## src/hdl/tssr_regs.svh

```systemverilog
// Register offsets, field positions and status codes of the step reporter
`ifndef TSSR_REGS_SVH
`define TSSR_REGS_SVH

// ------------------------------------------------------------
// Register indices (byte address is four times the index)
// ------------------------------------------------------------
`define TSSR_IDX_CAUSE      4'h5
`define TSSR_IDX_STEP       4'h6
`define TSSR_IDX_CTRL       4'h8

// ------------------------------------------------------------
// Control register fields
// ------------------------------------------------------------
`define TSSR_CTRL_EXT_BIT   0
`define TSSR_CTRL_BUSY_BIT  1
`define TSSR_CTRL_RESET     1'b0

// ------------------------------------------------------------
// Interrupt cause codes
// ------------------------------------------------------------
`define TSSR_ST_SEL         8'h01
`define TSSR_ST_SEL_ATN     8'h02
`define TSSR_ST_CMD         8'h08
`define TSSR_ST_ATN         8'h10
`define TSSR_ST_FREE        8'h20
`define TSSR_CAUSE_RESET    8'h00

// ------------------------------------------------------------
// Step codes
// ------------------------------------------------------------
`define TSSR_STEP_FIRST     3'h0
`define TSSR_STEP_CMD_SHORT 3'h1
`define TSSR_STEP_EXT_MSG   3'h4
`define TSSR_STEP_CMD_EXT   3'h5
`define TSSR_STEP_RELEASED  3'h2
`define TSSR_STEP_RESET     3'h0

// ------------------------------------------------------------
// FIFO contents
// ------------------------------------------------------------
`define TSSR_NULL_MSG       8'h00

`endif

```

## src/hdl/tssr_pkg.sv

```systemverilog
// Types shared by the target sequence step reporter
`default_nettype none

package tssr_pkg;

    // Sequence commands accepted on the start strobe
    typedef enum logic [2:0] {
        TSSR_CMD_SEL,
        TSSR_CMD_SEL_ATN,
        TSSR_CMD_RCV,
        TSSR_CMD_DISC,
        TSSR_CMD_TERM
    } tssr_cmd_t;

    typedef enum logic [2:0] {
        TSSR_IDLE,
        TSSR_LOAD_ID,
        TSSR_LOAD_NULL,
        TSSR_MSG,
        TSSR_CMD,
        TSSR_SEND
    } tssr_state_t;

    typedef struct packed {
        tssr_state_t st;
        tssr_cmd_t   kind;
        logic        ext_opt;
        logic        atn_s1;
        logic        atn_s2;
        logic [2:0]  step;
        logic [2:0]  base;
        logic [1:0]  msg_cnt;
        logic        sent;
        logic        atn_cmd;
        logic [7:0]  cause;
        logic [2:0]  code;
        logic        done;
        logic        release_bus;
        logic        fifo_wr;
        logic [7:0]  fifo_data;
        logic        ack;
        logic [31:0] rdata;
    } tssr_state_s_t;

endpackage : tssr_pkg

`default_nettype wire

```

## src/hdl/tssr_step_reporter.sv

```systemverilog
// Target sequence engine reporting step code and interrupt cause
//
// How it works
// - Selection without ATN completes: step 2, 01/11.
// - Command parity error there: step 1, 01/11.
// - Selection loads bus ID then null message.
// - Short ATN selection completes: step 2, 02/12.
// - Short ATN held after message: step 0, 12.
// - Message parity or bad identify: step 0.
// - Extended three messages plus CDB: step 6.
// - Extended later message parity error: step 4, 02.
// - Extended ATN after third message: step 4, 12.
// - Extended command parity after three: step 5.
// - Extended ATN dropped, CDB done: step 2.
// - Extended command parity after one: step 1.
// - Receive command completes: step 2, 08/18.
// - Receive command parity error: step 1, 08/18.
// - Disconnect completes, bus freed: step 2, 28.
// - ATN during disconnect: 18, step 1 or 0.
// - Terminate completes, bus freed: step 2, 28.
// - ATN during terminate: 18, step 1 or 0.
//
// Implementation choice: the Avalon-MM interface to the registers.
`include "tssr_regs.svh"
`default_nettype none

module tssr_step_reporter
    import tssr_pkg::*;
(
    // Clock and reset
    input  wire logic        i_sys_clk,
    input  wire logic        i_rst,
    // Avalon-MM slave
    input  wire logic [5:0]  i_avs_address,
    input  wire logic        i_avs_read,
    input  wire logic        i_avs_write,
    input  wire logic [31:0] i_avs_writedata,
    input  wire logic [3:0]  i_avs_byteenable,
    output logic [31:0]      o_avs_readdata,
    output logic             o_avs_waitrequest,
    // Sequence control from command decoder
    input  wire logic        i_seq_start,
    input  wire logic [2:0]  i_seq_cmd,
    input  wire logic        i_seq_stop,
    input  wire logic [2:0]  i_sel_bus_id,
    // Receive side of the SCSI transfer engine
    input  wire logic        i_rx_valid,
    input  wire logic [7:0]  i_rx_data,
    input  wire logic        i_rx_perr,
    input  wire logic        i_rx_bad_id,
    input  wire logic        i_cdb_done,
    // Send side of the SCSI transfer engine
    input  wire logic        i_byte_sent,
    // SCSI bus pin
    input  wire logic        i_scsi_atn_n,
    // FIFO write port
    output logic             o_fifo_wr,
    output logic [7:0]       o_fifo_data,
    // Sequence status
    output logic             o_busy,
    output logic             o_seq_done,
    output logic             o_bus_release,
    output logic [2:0]       o_step_code,
    output logic [7:0]       o_int_cause
);

    tssr_state_s_t s_q;
    tssr_state_s_t s_d;

    logic       atn;
    logic       req;
    logic [3:0] idx;

    // Second flop only; the first may still be settling
    assign atn = ~s_q.atn_s2;
    assign req = i_avs_read | i_avs_write;
    assign idx = i_avs_address[5:2];

    // ------------------------------------------------------------
    // Limits
    // ------------------------------------------------------------
    // No byte counting here: the transfer engine marks the end of
    // a command block, so a lost done pulse leaves the engine busy
    // until a stop pulse arrives.

    // ------------------------------------------------------------
    // Next state
    // ------------------------------------------------------------
    always_comb begin
        logic       fin;
        logic [2:0] fcode;
        logic [7:0] fcause;
        logic [7:0] base_st;
        logic [7:0] atn_st;
        fin     = 1'b0;
        fcode   = `TSSR_STEP_RESET;
        fcause  = `TSSR_CAUSE_RESET;
        base_st = `TSSR_ST_CMD;
        atn_st  = `TSSR_CAUSE_RESET;

        // --------------------------------------------------------
        // Defaults: pulses drop, ATN pin runs through two flops
        // --------------------------------------------------------
        s_d             = s_q;
        s_d.atn_s1      = i_scsi_atn_n;
        s_d.atn_s2      = s_q.atn_s1;
        s_d.done        = 1'b0;
        s_d.release_bus = 1'b0;
        s_d.fifo_wr     = 1'b0;
        s_d.ack         = req & ~s_q.ack;

        // --------------------------------------------------------
        // Cause bits shared by the command, stop and identify-error exits
        // --------------------------------------------------------
        // Kind as started, even if the command input moves later
        case (s_q.kind)
            TSSR_CMD_SEL: begin
                base_st = `TSSR_ST_SEL;
            end
            TSSR_CMD_SEL_ATN: begin
                base_st = `TSSR_ST_SEL_ATN;
            end
            default: begin
                base_st = `TSSR_ST_CMD;
            end
        endcase
        // Synchronised ATN only; the raw pin could tear the cause
        if (atn) begin
            atn_st = `TSSR_ST_ATN;
        end

        // --------------------------------------------------------
        // Sequence engine
        // --------------------------------------------------------
        case (s_q.st)
            TSSR_IDLE: begin
                if (i_seq_start) begin
                    s_d.kind    = tssr_cmd_t'(i_seq_cmd);
                    s_d.atn_cmd = 1'b0;
                    s_d.msg_cnt = 2'h0;
                    s_d.sent    = 1'b0;
                    s_d.step    = `TSSR_STEP_FIRST;
                    s_d.base    = `TSSR_STEP_CMD_SHORT;
                    // Unused codes start nothing; engine stays idle
                    case (tssr_cmd_t'(i_seq_cmd))
                        TSSR_CMD_SEL,
                        TSSR_CMD_SEL_ATN: begin
                            s_d.st = TSSR_LOAD_ID;
                        end
                        TSSR_CMD_RCV: begin
                            s_d.st = TSSR_CMD;
                        end
                        TSSR_CMD_DISC,
                        TSSR_CMD_TERM: begin
                            s_d.st = TSSR_SEND;
                        end
                        default: begin
                            s_d.st = TSSR_IDLE;
                        end
                    endcase
                end
            end

            TSSR_LOAD_ID: begin
                s_d.fifo_wr   = 1'b1;
                s_d.fifo_data = {5'h00, i_sel_bus_id};
                if (s_q.kind == TSSR_CMD_SEL) begin
                    s_d.st = TSSR_LOAD_NULL;
                end else begin
                    s_d.st = TSSR_MSG;
                end
            end

            TSSR_LOAD_NULL: begin
                s_d.fifo_wr   = 1'b1;
                s_d.fifo_data = `TSSR_NULL_MSG;
                s_d.st        = TSSR_CMD;
            end

            // Identify byte, then two more with the option set and ATN held
            TSSR_MSG: begin
                if (i_rx_valid) begin
                    s_d.fifo_wr   = 1'b1;
                    s_d.fifo_data = i_rx_data;
                    s_d.msg_cnt   = s_q.msg_cnt + 2'h1;
                    if (s_q.msg_cnt == 2'h0) begin
                        if (i_rx_perr || i_rx_bad_id) begin
                            fin    = 1'b1;
                            fcode  = `TSSR_STEP_FIRST;
                            fcause = `TSSR_ST_SEL_ATN | atn_st;
                        end else if (atn && s_q.ext_opt) begin
                            // ATN here asks for the two extra bytes
                            s_d.step = `TSSR_STEP_FIRST;
                        end else if (atn) begin
                            fin    = 1'b1;
                            fcode  = `TSSR_STEP_FIRST;
                            fcause = `TSSR_ST_SEL_ATN | `TSSR_ST_ATN;
                        end else begin
                            s_d.st   = TSSR_CMD;
                            s_d.base = `TSSR_STEP_CMD_SHORT;
                        end
                    end else if (i_rx_perr) begin
                        fin    = 1'b1;
                        fcode  = `TSSR_STEP_EXT_MSG;
                        fcause = `TSSR_ST_SEL_ATN;
                    end else if (s_q.msg_cnt == 2'h2) begin
                        if (atn) begin
                            fin    = 1'b1;
                            fcode  = `TSSR_STEP_EXT_MSG;
                            fcause = `TSSR_ST_SEL_ATN | `TSSR_ST_ATN;
                        end else begin
                            s_d.st   = TSSR_CMD;
                            s_d.base = `TSSR_STEP_CMD_EXT;
                        end
                    end
                end
            end

            // ATN seen in command phase sticks until the exit
            TSSR_CMD: begin
                if (atn) begin
                    s_d.atn_cmd = 1'b1;
                end
                if (i_rx_valid) begin
                    s_d.fifo_wr   = 1'b1;
                    s_d.fifo_data = i_rx_data;
                    s_d.step      = s_q.base;
                    if (i_rx_perr) begin
                        fin    = 1'b1;
                        fcode  = s_q.base;
                        fcause = base_st | atn_st |
                                 (s_q.atn_cmd ? `TSSR_ST_ATN : `TSSR_CAUSE_RESET);
                    end
                end else if (i_cdb_done) begin
                    fin    = 1'b1;
                    fcode  = s_q.base + 3'h1;
                    fcause = base_st | atn_st |
                             (s_q.atn_cmd ? `TSSR_ST_ATN : `TSSR_CAUSE_RESET);
                end
            end

            // ATN looked at once per byte sent
            TSSR_SEND: begin
                if (i_byte_sent) begin
                    s_d.sent = 1'b1;
                    if (atn) begin
                        fin    = 1'b1;
                        fcode  = s_q.sent ? 3'h1 : `TSSR_STEP_FIRST;
                        fcause = `TSSR_ST_CMD | `TSSR_ST_ATN;
                    end else if (s_q.sent) begin
                        s_d.release_bus = 1'b1;
                        fin    = 1'b1;
                        fcode  = `TSSR_STEP_RELEASED;
                        fcause = `TSSR_ST_CMD | `TSSR_ST_FREE;
                    end
                end
            end

            default: begin
                s_d.st = TSSR_IDLE;
            end
        endcase

        // --------------------------------------------------------
        // Completion
        // --------------------------------------------------------
        // Early stop reports progress so far; a real exit wins
        if (i_seq_stop && s_q.st != TSSR_IDLE && !fin) begin
            fin    = 1'b1;
            fcode  = s_q.step;
            fcause = base_st | atn_st;
        end

        if (fin) begin
            s_d.code = fcode;
            s_d.cause = fcause;
            s_d.done = 1'b1;
            s_d.st   = TSSR_IDLE;
        end

        // --------------------------------------------------------
        // Register access: one wait state per request
        // --------------------------------------------------------
        // Data taken in the wait cycle, settled when released
        if (req && !s_q.ack) begin
            s_d.rdata = 32'h0000_0000;
            if (i_avs_read) begin
                case (idx)
                    `TSSR_IDX_CAUSE: begin
                        s_d.rdata = {24'h00_0000, s_q.cause};
                    end
                    `TSSR_IDX_STEP: begin
                        s_d.rdata = {29'h0000_0000, s_q.code};
                    end
                    `TSSR_IDX_CTRL: begin
                        s_d.rdata[`TSSR_CTRL_EXT_BIT]  = s_q.ext_opt;
                        s_d.rdata[`TSSR_CTRL_BUSY_BIT] = (s_q.st != TSSR_IDLE);
                    end
                    default: begin
                        s_d.rdata = 32'h0000_0000;
                    end
                endcase
            end
        end
        // Write lands on the edge that ends the cycle with waitrequest low
        if (i_avs_write && s_q.ack && idx == `TSSR_IDX_CTRL) begin
            // Only lane 0 carries the option
            if (i_avs_byteenable[0]) begin
                s_d.ext_opt = i_avs_writedata[`TSSR_CTRL_EXT_BIT];
            end
        end
    end

    // ------------------------------------------------------------
    // State register
    // ------------------------------------------------------------
    always_ff @(posedge i_sys_clk) begin
        if (i_rst) begin
            // Clear all, then name the idle values
            s_q             <= '0;
            s_q.st          <= TSSR_IDLE;
            s_q.kind        <= TSSR_CMD_SEL;
            s_q.ext_opt     <= `TSSR_CTRL_RESET;
            s_q.atn_s1      <= 1'b1;
            s_q.atn_s2      <= 1'b1;
            s_q.cause       <= `TSSR_CAUSE_RESET;
            s_q.code        <= `TSSR_STEP_RESET;
        end else begin
            s_q <= s_d;
        end
    end

    // ------------------------------------------------------------
    // Outputs
    // ------------------------------------------------------------
    assign o_avs_readdata    = s_q.rdata;
    // Combinational, so the first request cycle stalls at once
    assign o_avs_waitrequest = req & ~s_q.ack;
    assign o_fifo_wr         = s_q.fifo_wr;
    assign o_fifo_data       = s_q.fifo_data;
    assign o_busy            = (s_q.st != TSSR_IDLE);
    assign o_seq_done        = s_q.done;
    assign o_bus_release     = s_q.release_bus;
    assign o_step_code       = s_q.code;
    assign o_int_cause       = s_q.cause;

endmodule : tssr_step_reporter

`default_nettype wire

```

## config.mk

```make
export PLATFORM = sky130hd
export DESIGN_NAME = tssr_step_reporter
export DESIGN_NICKNAME = d
export VERILOG_FILES = /design/src/hdl/tssr_pkg.sv /design/src/hdl/tssr_step_reporter.sv
export VERILOG_INCLUDE_DIRS = /design/src /design/src/hdl
export SDC_FILE = /design/constraint.sdc
export NUM_CORES = 1
export LEC_CHECK = 0
export ABC_AREA = 1
export BUFFER_PORTS_ARGS = -buffer_cell sky130_fd_sc_hd__buf_2
export CORE_MARGIN = 10
export CORE_UTILIZATION = 50
export DETAILED_ROUTE_END_ITERATION = 8
export PLACE_DENSITY = 0.86
export REMOVE_ABC_BUFFERS = 1
export SETUP_SLACK_MARGIN = 0.1
export SYNTH_ARGS = -nofsm -noshare
export SYNTH_HDL_FRONTEND = slang
export SYNTH_SLANG_ARGS = --single-unit
```

## constraint.sdc

```tcl
create_clock -name i_sys_clk -period 3.5 [get_ports i_sys_clk]
set_input_delay 0.7 -clock i_sys_clk [delete_from_list [all_inputs] [get_ports i_sys_clk]]
set_output_delay 0.7 -clock i_sys_clk [all_outputs]
set_load 0.05 [all_outputs]
```

# Yosys cells after proc, flatten, opt, wreduce, memory -nomap -nowiden
# Index checks and enable logic that the tools add are counted.
# word_totals
regBits,74
output_inout_bits,56
wordCells,173
# classes
add_sub_neg,2
n_eq_ne,28
muxes,82
bitwise_logic,9
n_reduce_logical,34
# ops
cell,n
8-bit 2-to-1 mux,11
3-bit 2-to-1 mux,25
6-bit 2-to-1 mux,5
3-bit one-hot mux with 3 select lines,3
9-bit one-hot mux with 3 select lines,1
8-bit one-hot mux with 3 select lines,1
5-bit 2-to-1 mux,4
1-bit 2-to-1 mux,19
2-bit != test (second input constant),9
3-bit one-hot mux with 5 select lines,1
7-bit AND reduction,2
3-bit by 2-bit == test with 1-bit output (second input constant),4
3-bit != test (second input constant),4
6-bit one-hot mux with 2 select lines,1
10-bit 2-to-1 mux,1
5-bit one-hot mux with 2 select lines,1
2-bit OR reduction,5
3-bit by 1-bit == test with 1-bit output (second input constant),3
3-bit == test (second input constant),3
3-bit logical NOT,3
9-bit 2-to-1 mux,1
3-bit AND reduction,3
3-bit nonzero test,3
4-bit by 3-bit == test with 1-bit output (second input constant),2
other kinds (23),40

# Logic depth before layout (Yosys ltp)
# Gate-level depths: netlist of the first run.
# depth
word_depth,11
mapped_depth,11
mapped_depth_nobuf,11

# Worst setup path before layout of the first run
# No wires, ideal clock.
# synth_timing
path_type,input port to output port
from,input port i_avs_write
to,output port o_avs_waitrequest
arrival_time_ps,1605
path_slack_ps,1195
path_stages,2
n_path_buf,0
path_cell_list,inv_1 > a21oi_1
# synth_between
elab_chain_cells,2
# synth_lines
item,line,source
"start, declared",tssr_step_reporter.sv:36,"input wire logic i_avs_write,"
1-bit OR,tssr_step_reporter.sv:76,assign req = i_avs_read | i_avs_write;
1-bit AND,tssr_step_reporter.sv:338,assign o_avs_waitrequest = req & ~s_q.ack;
"end, declared",tssr_step_reporter.sv:40,"output logic o_avs_waitrequest,"
# No other way between the ends.

# Worst setup path in the final report of the first run
# layout_timing
from,input port i_avs_read
to,output port o_avs_waitrequest
# layout_between
elab_chain_cells,2
# layout_lines
item,line,source
"start, declared",tssr_step_reporter.sv:35,"input wire logic i_avs_read,"
1-bit OR,tssr_step_reporter.sv:76,
1-bit AND,tssr_step_reporter.sv:338,
# No other way between the ends.

==> results, run 1 <==
- Measured against its own limit, the worst slew margin works out to a little under 60%.
- Internal power comes to around 0.98 mW.
- The repair_antennas step left the layout with diodes totalling 0.
- Clock latency on the worst-skew pair, taken at its later pin, is around 300 ps.
- The net count of the finished layout is approximately 460.
- The critical-path maximum fanout is 4.
- The slowest stage cell on the critical path is sky130_fd_sc_hd__buf_2.
- The final critical-path share of the clock period is 59.9%.
- STA classifies the critical path startpoint as an input pin.
- The count of input and output buffers is 58.
- In this run the clock root is driven by a sky130_fd_sc_hd__clkbuf_8.
- The xor/xnor cell area share of the yosys netlist is 0%.
- Of the cells placed in the final design, the portion with a size suffix greater than 1 is between 20 and 25%.
- The pin slew with the least headroom to its limit is roughly 630 ps.
- The die span in x is around 91 um.
- Dividing the detail-routed wire length by the instance count gives 12.2 um.
- The tightest hold margin is approximately 410 ps.
- Counting stages on the worst path, the most repeated cell is sky130_fd_sc_hd__buf_2.
- The count of vias placed by the detailed router is between 2000 and 2500.
- The total die area is between 0.008 and 0.009 mm^2.
- The number of buffers inserted for hold repair after clock tree synthesis is 0.
- Setup repair after global routing left no endpoint under its margin.
- At the worst endpoint, the arrival time is ~1400 ps.
- The total of warnings raised by yosys is 0.
- The cell type with the largest total area after synthesis is sky130_fd_sc_hd__dfxtp_1.
- Row generation in the floorplan step produced 25 rows.
- Across the run, the number of max-cap violations was 0.
- The post-route DRC violation count is 0.
- Cells fill 56.5% of the core in the end.
- The setup slack of the worst register-to-register path is ~1900 ps.
- The share of the synthesized area in the top cell type is 34.4%.
- CTS built an H-tree with a depth of 2.
- The sink count of the clock tree is 43.
- The largest family of logic cells by synthesized area is simple AND/OR/NAND/NOR gates.
- STA puts the critical path data required time at 2800 ps.
- The via count of the first global-routing pass is roughly 2200.
- Summing the areas of all and, or, nand and nor instances in the mapped netlist gives 31.1% of the synthesized area.
- The worst register-to-register path has a depth of 9.
- The via density per instance is between 4 and 5.
- The core box area is ~0.0048 mm^2.
- Pin placement for this block handled around 120 I/O pins.
- The CTS clock-pin slew for the worst setup and hold paths is ~80 ps.
- The netlist area before placement is around 0.0025 mm^2.
- The number of flip-flops and latches in the synthesized netlist is between 40 and 50.
- The routed design has approximately 5.6 mm of wire.
- The initial utilization of the core area, before any placement, comes to between 50% and 60%.
- Detailed placement ended at an HPWL of approximately 4.5 mm.
- The sequential-to-total area share from yosys stat is between 30% and 40%.
- The mux cell area share after synthesis is 0%.
- Averaged over all synthesized cells, the footprint is between 7 and 8 um^2.
- The critical path goes through buf_2, inv_1, a21oi_1, buf_2.
- The remaining antenna violation count after routing is 0.
- The detailed router's first-iteration violation count is ~160.
- The global-route wire length before repair is between 9 and 10 mm.
- The first-pass iteration count of the detailed router is 4.
- The clock passes through at most 2 buffers.
- Along the worst hold path, the cell count comes to 1.
- Ranked by total cell area, the synthesized netlist is headed by sky130_fd_sc_hd__dfxtp_1, sky130_fd_sc_hd__buf_4, sky130_fd_sc_hd__nand2_1, sky130_fd_sc_hd__a21oi_1, sky130_fd_sc_hd__inv_1.
- Between clock sinks in the finished design, the worst skew comes to 4.60 ps.
- The number of slew-limit violations in the final report came to 0.
- For this run, the total global-route usage over all layers was measured as between 10% and 20%.
- The power density over cell area is between 600 and 700 mW/mm^2.
- The number of gates resized after cts is 0.
- The layout has ~500 filler cells.
- The leakage power summed over all cells is 1.33 nW.
- The kind of critical path is in -> out.
- The adder and majority cell fraction of the synthesized area is less than 1%.
- Relative to the synthesized area, the layout overhead comes to 7.89%.
- In this run the number of cells on the critical path is 4.
- The compound-gate portion of the synthesized area is 11.9%.
- Routability-driven placement finished with a final weighted congestion of between 0.8 and 0.9.
- The minimum clock period is between 2000 and 2500 ps.
- The combinational group share of total power is between 40% and 50%.
- The post-synthesis cell type count is 33.
- The part of the total power dissipated in sequential elements is between 30% and 40%.
- The portion of total power attributed to the clock network is a little over a fifth.
- The type of element capturing the critical path is a primary output.
- The reported net switching power is 0.819 mW.
- TritonCTS built the clock tree.
- The path class of the tightest hold or removal check is reg -> reg.
- Setup violations remaining at the end of the flow were counted as 0.
- Entering global routing, the biggest net connects 30 pins.
- The number of antenna violations at the first check in global routing is 0.
- The remaining global-route overflow is 0.
- The delay of the slowest critical-path stage is around 320 ps.
- The number of hold violations in the final report came to 0.
- Buffers inserted during clock tree synthesis total 5.
- Adding up every negative setup slack in the final design gives 0 ps.
- The number of buffers and inverters on the critical path is 3.
- The fraction of power spent switching nets is approximately 46%.
- Once the clock tree was built, the setup fixing pass inserted 0 buffers.
- On the critical path the largest part of the delay comes from buffers and inverters.
- The worst-case IR drop observed on VDD is ~450 uV.
- Timing would allow up to 477 MHz.
- The cell count after synthesis came out at roughly 360.
- The die outline height is between 90 and 100 um.
- The run finished with clean final reports.
-- worst reg2reg max path: stages (launching register included) --
cell and delay [ps]:
sky130_fd_sc_hd__dfxtp_1 350, sky130_fd_sc_hd__inv_1 60, sky130_fd_sc_hd__ha_1 270, sky130_fd_sc_hd__inv_1 100, sky130_fd_sc_hd__nand3_1 130, sky130_fd_sc_hd__nand4_4 170, sky130_fd_sc_hd__nand3_4 120, sky130_fd_sc_hd__nor2_8 170
sky130_fd_sc_hd__inv_2 80, sky130_fd_sc_hd__a21oi_2 100
-- synth_stat cells, drive strengths merged --
| master | count |
|---|---|
| and2 | 1 |
| inv | 37 |
| o211ai | 3 |
| conb | 1 |
| nand4 | 7 |
| nand3 | 23 |
| a22oi | 2 |
| nand2 | 97 |
| a31oi | 3 |
| o21ai | 12 |
| nor3 | 4 |
| or2 | 3 |
| o21a | 1 |
| clkbuf | 3 |
| a21oi | 32 |
| ha | 2 |
| dfxtp | 43 |
| nor2 | 30 |
| buf | 51 |
-- power groups by stage --
stage	combinational (mW)	clock (mW)	sequential, mW
detailed placement	0.801	0	0.620
CTS	0.806	0.396	0.609
global route	0.889	0.417	0.618
global placement	0.787	0	0.617
finish	0.804	0.384	0.609
floorplan	0.515	0	0.737
-- state kept, by name (all words and copies together), names as in the netlist --
signal	flops
o_avs_readdata	6
o_fifo_data	8
s_d	1
o_bus_release	1
o_fifo_wr	1
s_q	17
o_int_cause	5
o_step_code	3
o_seq_done	1
-- metal layers --
| layer | share of wire, % | vias to the layer above | GRT usage [%] | routed length [um] |
|---|---|---|---|---|
| li1 | - | 1133 | - | - |
| met1 | 43 | 965 | 15.1 | 2400 |
| met5 | 0 | - | 0 | 0 |
| met4 | 1.5 | 0 | 4.31 | 82 |
| met3 | 13 | 10 | 7.56 | 725 |
| met2 | 43 | 94 | 22.2 | 2420 |
-- cells by family after synthesis --
logic type / after synthesis
fa+ha+maj: 2
other cells: 1
compound gates: 53
flops: 43
simple gates: 165
buf+inv: 91
-- final cells by class --
class / instances / area [um^2] / area share, %
multi-input combinational: 249 / 1210 / 44.8
inverter: 37 / 144 / 5.32
tap: 67 / 83.8 / 3.10
clock inverter: 3 / 43.8 / 1.62
clock buffer: 5 / 68.8 / 2.55
sequential: 43 / 861 / 31.9
timing repair buffer: 58 / 290 / 10.7
-- stage by stage --
step	power (mW)	setup WS [ps]	cells	instance area, um^2
after global routing	1.92	1330	462	2700
after floorplan	1.25	1190	329	2220
after CTS	1.81	1400	462	2700
after detailed placement	1.42	1400	454	2590
after global placement	1.40	1410	454	2590
final	1.80	1400	462	2700
-- worst paths after layout --
kind / start / endpoint
worst min register to register: s_d[65]$_SDFF_PP1_ / s_q[65]$_SDFF_PP1_
worst min-delay path: s_d[65]$_SDFF_PP1_ / s_q[65]$_SDFF_PP1_
worst max register to register: s_q[57]$_SDFFE_PP0P_ / s_q[71]$_SDFFE_PP0P_
worst max-delay path: i_avs_read / o_avs_waitrequest
-- cells in the final DEF (no fill, tap or decap) --
master / instances
sky130_fd_sc_hd__a21oi_2: 1
sky130_fd_sc_hd__ha_1: 2
sky130_fd_sc_hd__nor3_1: 3
sky130_fd_sc_hd__nor2_8: 1
sky130_fd_sc_hd__bufinv_16: 1
sky130_fd_sc_hd__clkinv_2: 1
sky130_fd_sc_hd__o21a_1: 1
sky130_fd_sc_hd__dfxtp_1: 43
sky130_fd_sc_hd__a21oi_4: 1
sky130_fd_sc_hd__nand2_1: 89
sky130_fd_sc_hd__nand3_1: 20
sky130_fd_sc_hd__a22oi_1: 2
sky130_fd_sc_hd__nand4_4: 1
sky130_fd_sc_hd__and2_1: 1
sky130_fd_sc_hd__nor2_1: 27
sky130_fd_sc_hd__a31oi_1: 3
sky130_fd_sc_hd__conb_1: 29
sky130_fd_sc_hd__inv_4: 2
sky130_fd_sc_hd__nand3_2: 2
sky130_fd_sc_hd__clkinv_4: 1
sky130_fd_sc_hd__clkbuf_8: 5
sky130_fd_sc_hd__o211ai_1: 3
sky130_fd_sc_hd__buf_2: 58
sky130_fd_sc_hd__nor3_4: 1
sky130_fd_sc_hd__nand4_1: 6
sky130_fd_sc_hd__nand3_4: 1
sky130_fd_sc_hd__o21ai_0: 11
sky130_fd_sc_hd__or2_4: 1
sky130_fd_sc_hd__o21ai_1: 1
sky130_fd_sc_hd__nor2_2: 2
sky130_fd_sc_hd__nand2_2: 7
sky130_fd_sc_hd__a21oi_1: 30
sky130_fd_sc_hd__nand2_4: 1
sky130_fd_sc_hd__inv_1: 27
sky130_fd_sc_hd__inv_2: 8
sky130_fd_sc_hd__or2_2: 2
Note: power is estimated with default switching activity, not from simulation.
==> run 2, diff against run 1 <==
--- a/config.mk
+++ b/config.mk
@@ -9,9 +9,9 @@
 export ABC_AREA = 1
 export BUFFER_PORTS_ARGS = -buffer_cell sky130_fd_sc_hd__buf_2
 export CORE_MARGIN = 10
-export CORE_UTILIZATION = 50
+export CORE_UTILIZATION = 42
 export DETAILED_ROUTE_END_ITERATION = 8
-export PLACE_DENSITY = 0.86
+export PLACE_DENSITY = 0.77
 export REMOVE_ABC_BUFFERS = 1
 export SETUP_SLACK_MARGIN = 0.1
 export SYNTH_ARGS = -nofsm -noshare
==> constraint.sdc (replaced) <==
create_clock -name i_sys_clk -period 1.7 [get_ports i_sys_clk]
set_input_delay 0.34 -clock i_sys_clk [delete_from_list [all_inputs] [get_ports i_sys_clk]]
set_output_delay 0.34 -clock i_sys_clk [all_outputs]
set_load 0.05 [all_outputs]
==> run 2 against run 1 <==
Effect of this change: critical path depth up 3; combinational power up 120%; sequential cell count unchanged; sequential share of layout area down 0.76 points; final cell count up 2.4%; via count up 0.14%; power up 110%; routed wire length up 7.1%; first-iteration DRC count down 32%; largest cell class unchanged.
==> results, run 2 (same netlist as run 1, synthesis figures left out) <==
- In the routed design, unresolved DRC markers number 0.
- STA puts the critical path data required time at ~1900 ps.
- The startpoint identified for the worst register-to-register timing path is s_q[73]$_SDFFE_PP0P_.
- The number of antenna diodes in the final layout is 0.
- Of all nets on the critical path, the largest fanout is 10.
- For this design, the CTS-stage hold fixing added 0 buffers.
- The H-tree was split into 2 levels.
- The internal power component is around 2 mW.
- The detailed router finished its first iteration with ~110 violations.
- The number of cells on the worst reg-to-reg path is 7.
- The final non-filler cell area is 0.00279 mm^2.
- Summing all flip-flop and latch instances after layout gives between 800 and 900 um^2.
- The endpoint of the worst-slack reg-to-reg timing path is s_q[64]$_SDFFE_PP0P_.
- The delay of the slowest critical-path stage is 380 ps.
- Relative to the synthesized area, the layout overhead comes to 11.2%.
- The setup slack of the worst register-to-register path is between 200 and 250 ps.
- The fraction of power spent switching nets is 45.5%.
- Global routing finished with a remaining overflow of 0.
- The final critical-path share of the clock period is around 88%.
- The share of total power dissipated in the clock network is between 20% and 30%.
- The tightest hold path in the finished design has a slack of about 220 ps.
- The number of antenna violations at the first check in global routing was 0.
- In the final routed layout, each cell accounts on average for roughly 13 um.
- The highest layer touched by signal routing is met4.
- STA classifies the critical path startpoint as a register.
- The die span in x is 97.2 um.
- The worst setup path is captured at a register.
- The core box area is slightly below 0.006 mm^2.
- The power density over cell area is 1350 mW/mm^2.
- In the final layout, the multi-input gates occupy 0.00126 mm^2.
- The total die area is approximately 0.0095 mm^2.
- The remaining antenna violation count after routing is 0.
- The kind of path behind the tightest hold check is in -> reg.
- Setup repair after global routing could not meet its margin everywhere.
- The post-detailed-placement cell area is between 0.002 and 0.003 mm^2.
- The path with the worst hold slack has its endpoint at s_d[65]$_SDFF_PP1_.
- The minimum clock period is between 1000 and 1500 ps.
- The floorplan has 28 rows.
- The number of ports placed on the die boundary is 124.
- The die outline height is 97.2 um.
- The buffer levels on the longest clock path is 2.
- The number of hold violations in the final report is 0.
- Leaving out fill and tap cells, the most frequent cells in the layout are sky130_fd_sc_hd__nand2_1, sky130_fd_sc_hd__buf_2, sky130_fd_sc_hd__dfxtp_1.
- The part of the total power dissipated in sequential elements is between 30% and 40%.
- After detailed routing, the number of vias per cell comes to 4.66.
- Entering global routing, the biggest net connects 15 pins.
- Combinational cells account for a little under half of the total power.
- For the worst setup path, the data arrival time is between 1500 and 2000 ps.
- For this run, the detailed router's first-pass iteration total came to 4.
- The critical path is of the reg -> reg type.
- Timing would allow up to 671 MHz.
- The analysis attributes to cell leakage a power of about 1.4 nW.
- The slowest stage cell on the critical path is sky130_fd_sc_hd__a21oi_4.
- At the end of routability-driven placement, the weighted congestion stood at ~0.88.
- The number of slew-limit violations in the final report is 0.
- Port buffering added 58 buffers.
- The met2 layer wire length in the routed design is around 2.9 mm.
- The worst clock skew on the final layout is 7.85 ps.
- The number of CTS-inserted buffers is 5.
- CTS saw 43 sinks.
- The register with the most flip-flops in the layout has 17 of them.
- The clock reaches the later pin of the worst-skew pair after between 200 and 300 ps.
- The buffer type at the clock tree root is sky130_fd_sc_hd__clkbuf_8.
- The first global-routing pass estimated 9.72 mm of wire.
- The signal on the critical path passes through inv_2, nand3_2, a21oi_4, or2_4, nand2_1, nand2_1, a21oi_1.
- The number of filler cells placed in the layout is 624.
- Summed over all layers, the routed wires come to roughly 6 mm.
- TritonCTS built the clock tree.
- The layout cell share with drive strength beyond 1 is a little over a quarter.
- For this run, the total global-route usage over all layers was measured as 11.9%.
- Once detailed placement completed, the half-perimeter wirelength came to between 4 and 5 mm.
- Once the floorplan was initialized, standard cells occupied between 40% and 50% of the core.
- The library cell used most frequently in the layout, excluding fill and tap cells, is sky130_fd_sc_hd__nand2_1.
- The startpoint of the worst hold path is i_scsi_atn_n.
- In the final routing, the length of wire on met1 measures about 2.6 mm.
- The worst-case setup slack after placement is a little over 100 ps.
- Counting instances, the worst hold path has a depth of 2.
- The final layout contains roughly 470 nets.
- Setup violations remaining at the end of the flow were counted as 0.
- The reported net switching power is ~1.7 mW.
- The most repeated library cell on the critical path is sky130_fd_sc_hd__nand2_1.
- The number of max-capacitance violations reported is 0.
- The final setup slack of the worst path is between 200 and 250 ps.
- The run finished with clean final reports.
- The largest register by flop count is s_q.
- The setup total negative slack is 0 ps.
- The detailed router placed about 2200 vias in this run.
- The met3 wire length is 552 um.
- The maximum vdd drop is around 660 uV.
- The via count of the first global-routing pass is approximately 2200.
- Clock-pin slew was measured on the worst setup and hold paths at around 80 ps.
==> run 2: cell types whose count changed in the layout (fill, tap and decap cells not counted), moves of 2 or more <==
cell / delta
sky130_fd_sc_hd__nor2_4: +3
sky130_fd_sc_hd__dfxtp_2: +4
sky130_fd_sc_hd__nor2_1: -2
sky130_fd_sc_hd__buf_2: -2
sky130_fd_sc_hd__buf_4: +4
sky130_fd_sc_hd__dfxtp_1: -4
==> run 2: how the worst max path moves through the flow <==
stage / startpoint / endpoint / cells after the start
after floorplan: i_avs_write / o_avs_readdata[0]$_SDFFE_PP0P_ / 5
after CTS: s_q[71]$_SDFFE_PP0P_ / o_busy / 3
after detailed placement: s_q[57]$_SDFFE_PP0P_ / s_q[72]$_SDFFE_PP0P_ / 9
after global placement: s_q[57]$_SDFFE_PP0P_ / s_q[72]$_SDFFE_PP0P_ / 9
after global routing: s_q[58]$_SDFFE_PP0P_ / s_q[61]$_SDFFE_PP0P_ / 10
final: s_q[73]$_SDFFE_PP0P_ / s_q[64]$_SDFFE_PP0P_ / 7
==> run 2: worst max-delay path: cells and delay by family, from the launching register on <==
family / cells / cell delay, ps
compound gates: 2 / 430
flops: 1 / 360
simple gates: 4 / 470
buf+inv: 1 / 90
==> run 2: power groups by stage <==
stage | Clock (mW) | Combinational, mW | Sequential (mW)
finish | 0.764 | 1.73 | 1.26
global route | 0.824 | 1.90 | 1.29
CTS | 0.780 | 1.68 | 1.26
detailed placement | 0 | 1.67 | 1.28
global placement | 0 | 1.64 | 1.27
floorplan | 0 | 1.06 | 1.52
==> run 2: layout make-up <==
cell class,instances,share of cell area [%]
inverters,37,5.17
repair buffers,61,11.4
clock inverters,1,1.08
flip-flops and latches,43,31.1
multi-input cells,250,45.3
clock buffers,6,2.61
well taps,75,3.37
==> run 2: routing by layer <==
metal / global-route usage (%) / up-vias
li1: - / 1151
met1: 13.7 / 971
met2: 20.4 / 81
met3: 4.41 / 2
met4: 3.02 / 0
met5: 0 / -
==> run 2: metrics by stage <==
step                      total power [mW]  instances  utilization (%)
after global placement                2.91        464             44.7
after detailed placement              2.94        464             44.7
after global routing                  4.02        473             47.6
final                                 3.76        473             47.6
after CTS                             3.72        471             46.5
after floorplan                       2.58        329                -
==> run 2: repair_timing <==
item	in CTS	in global routing
pin swaps	0	3
gates cloned	0	1
buffers inserted	0	1
resized for setup	2	13
setup endpoints to repair	5	23
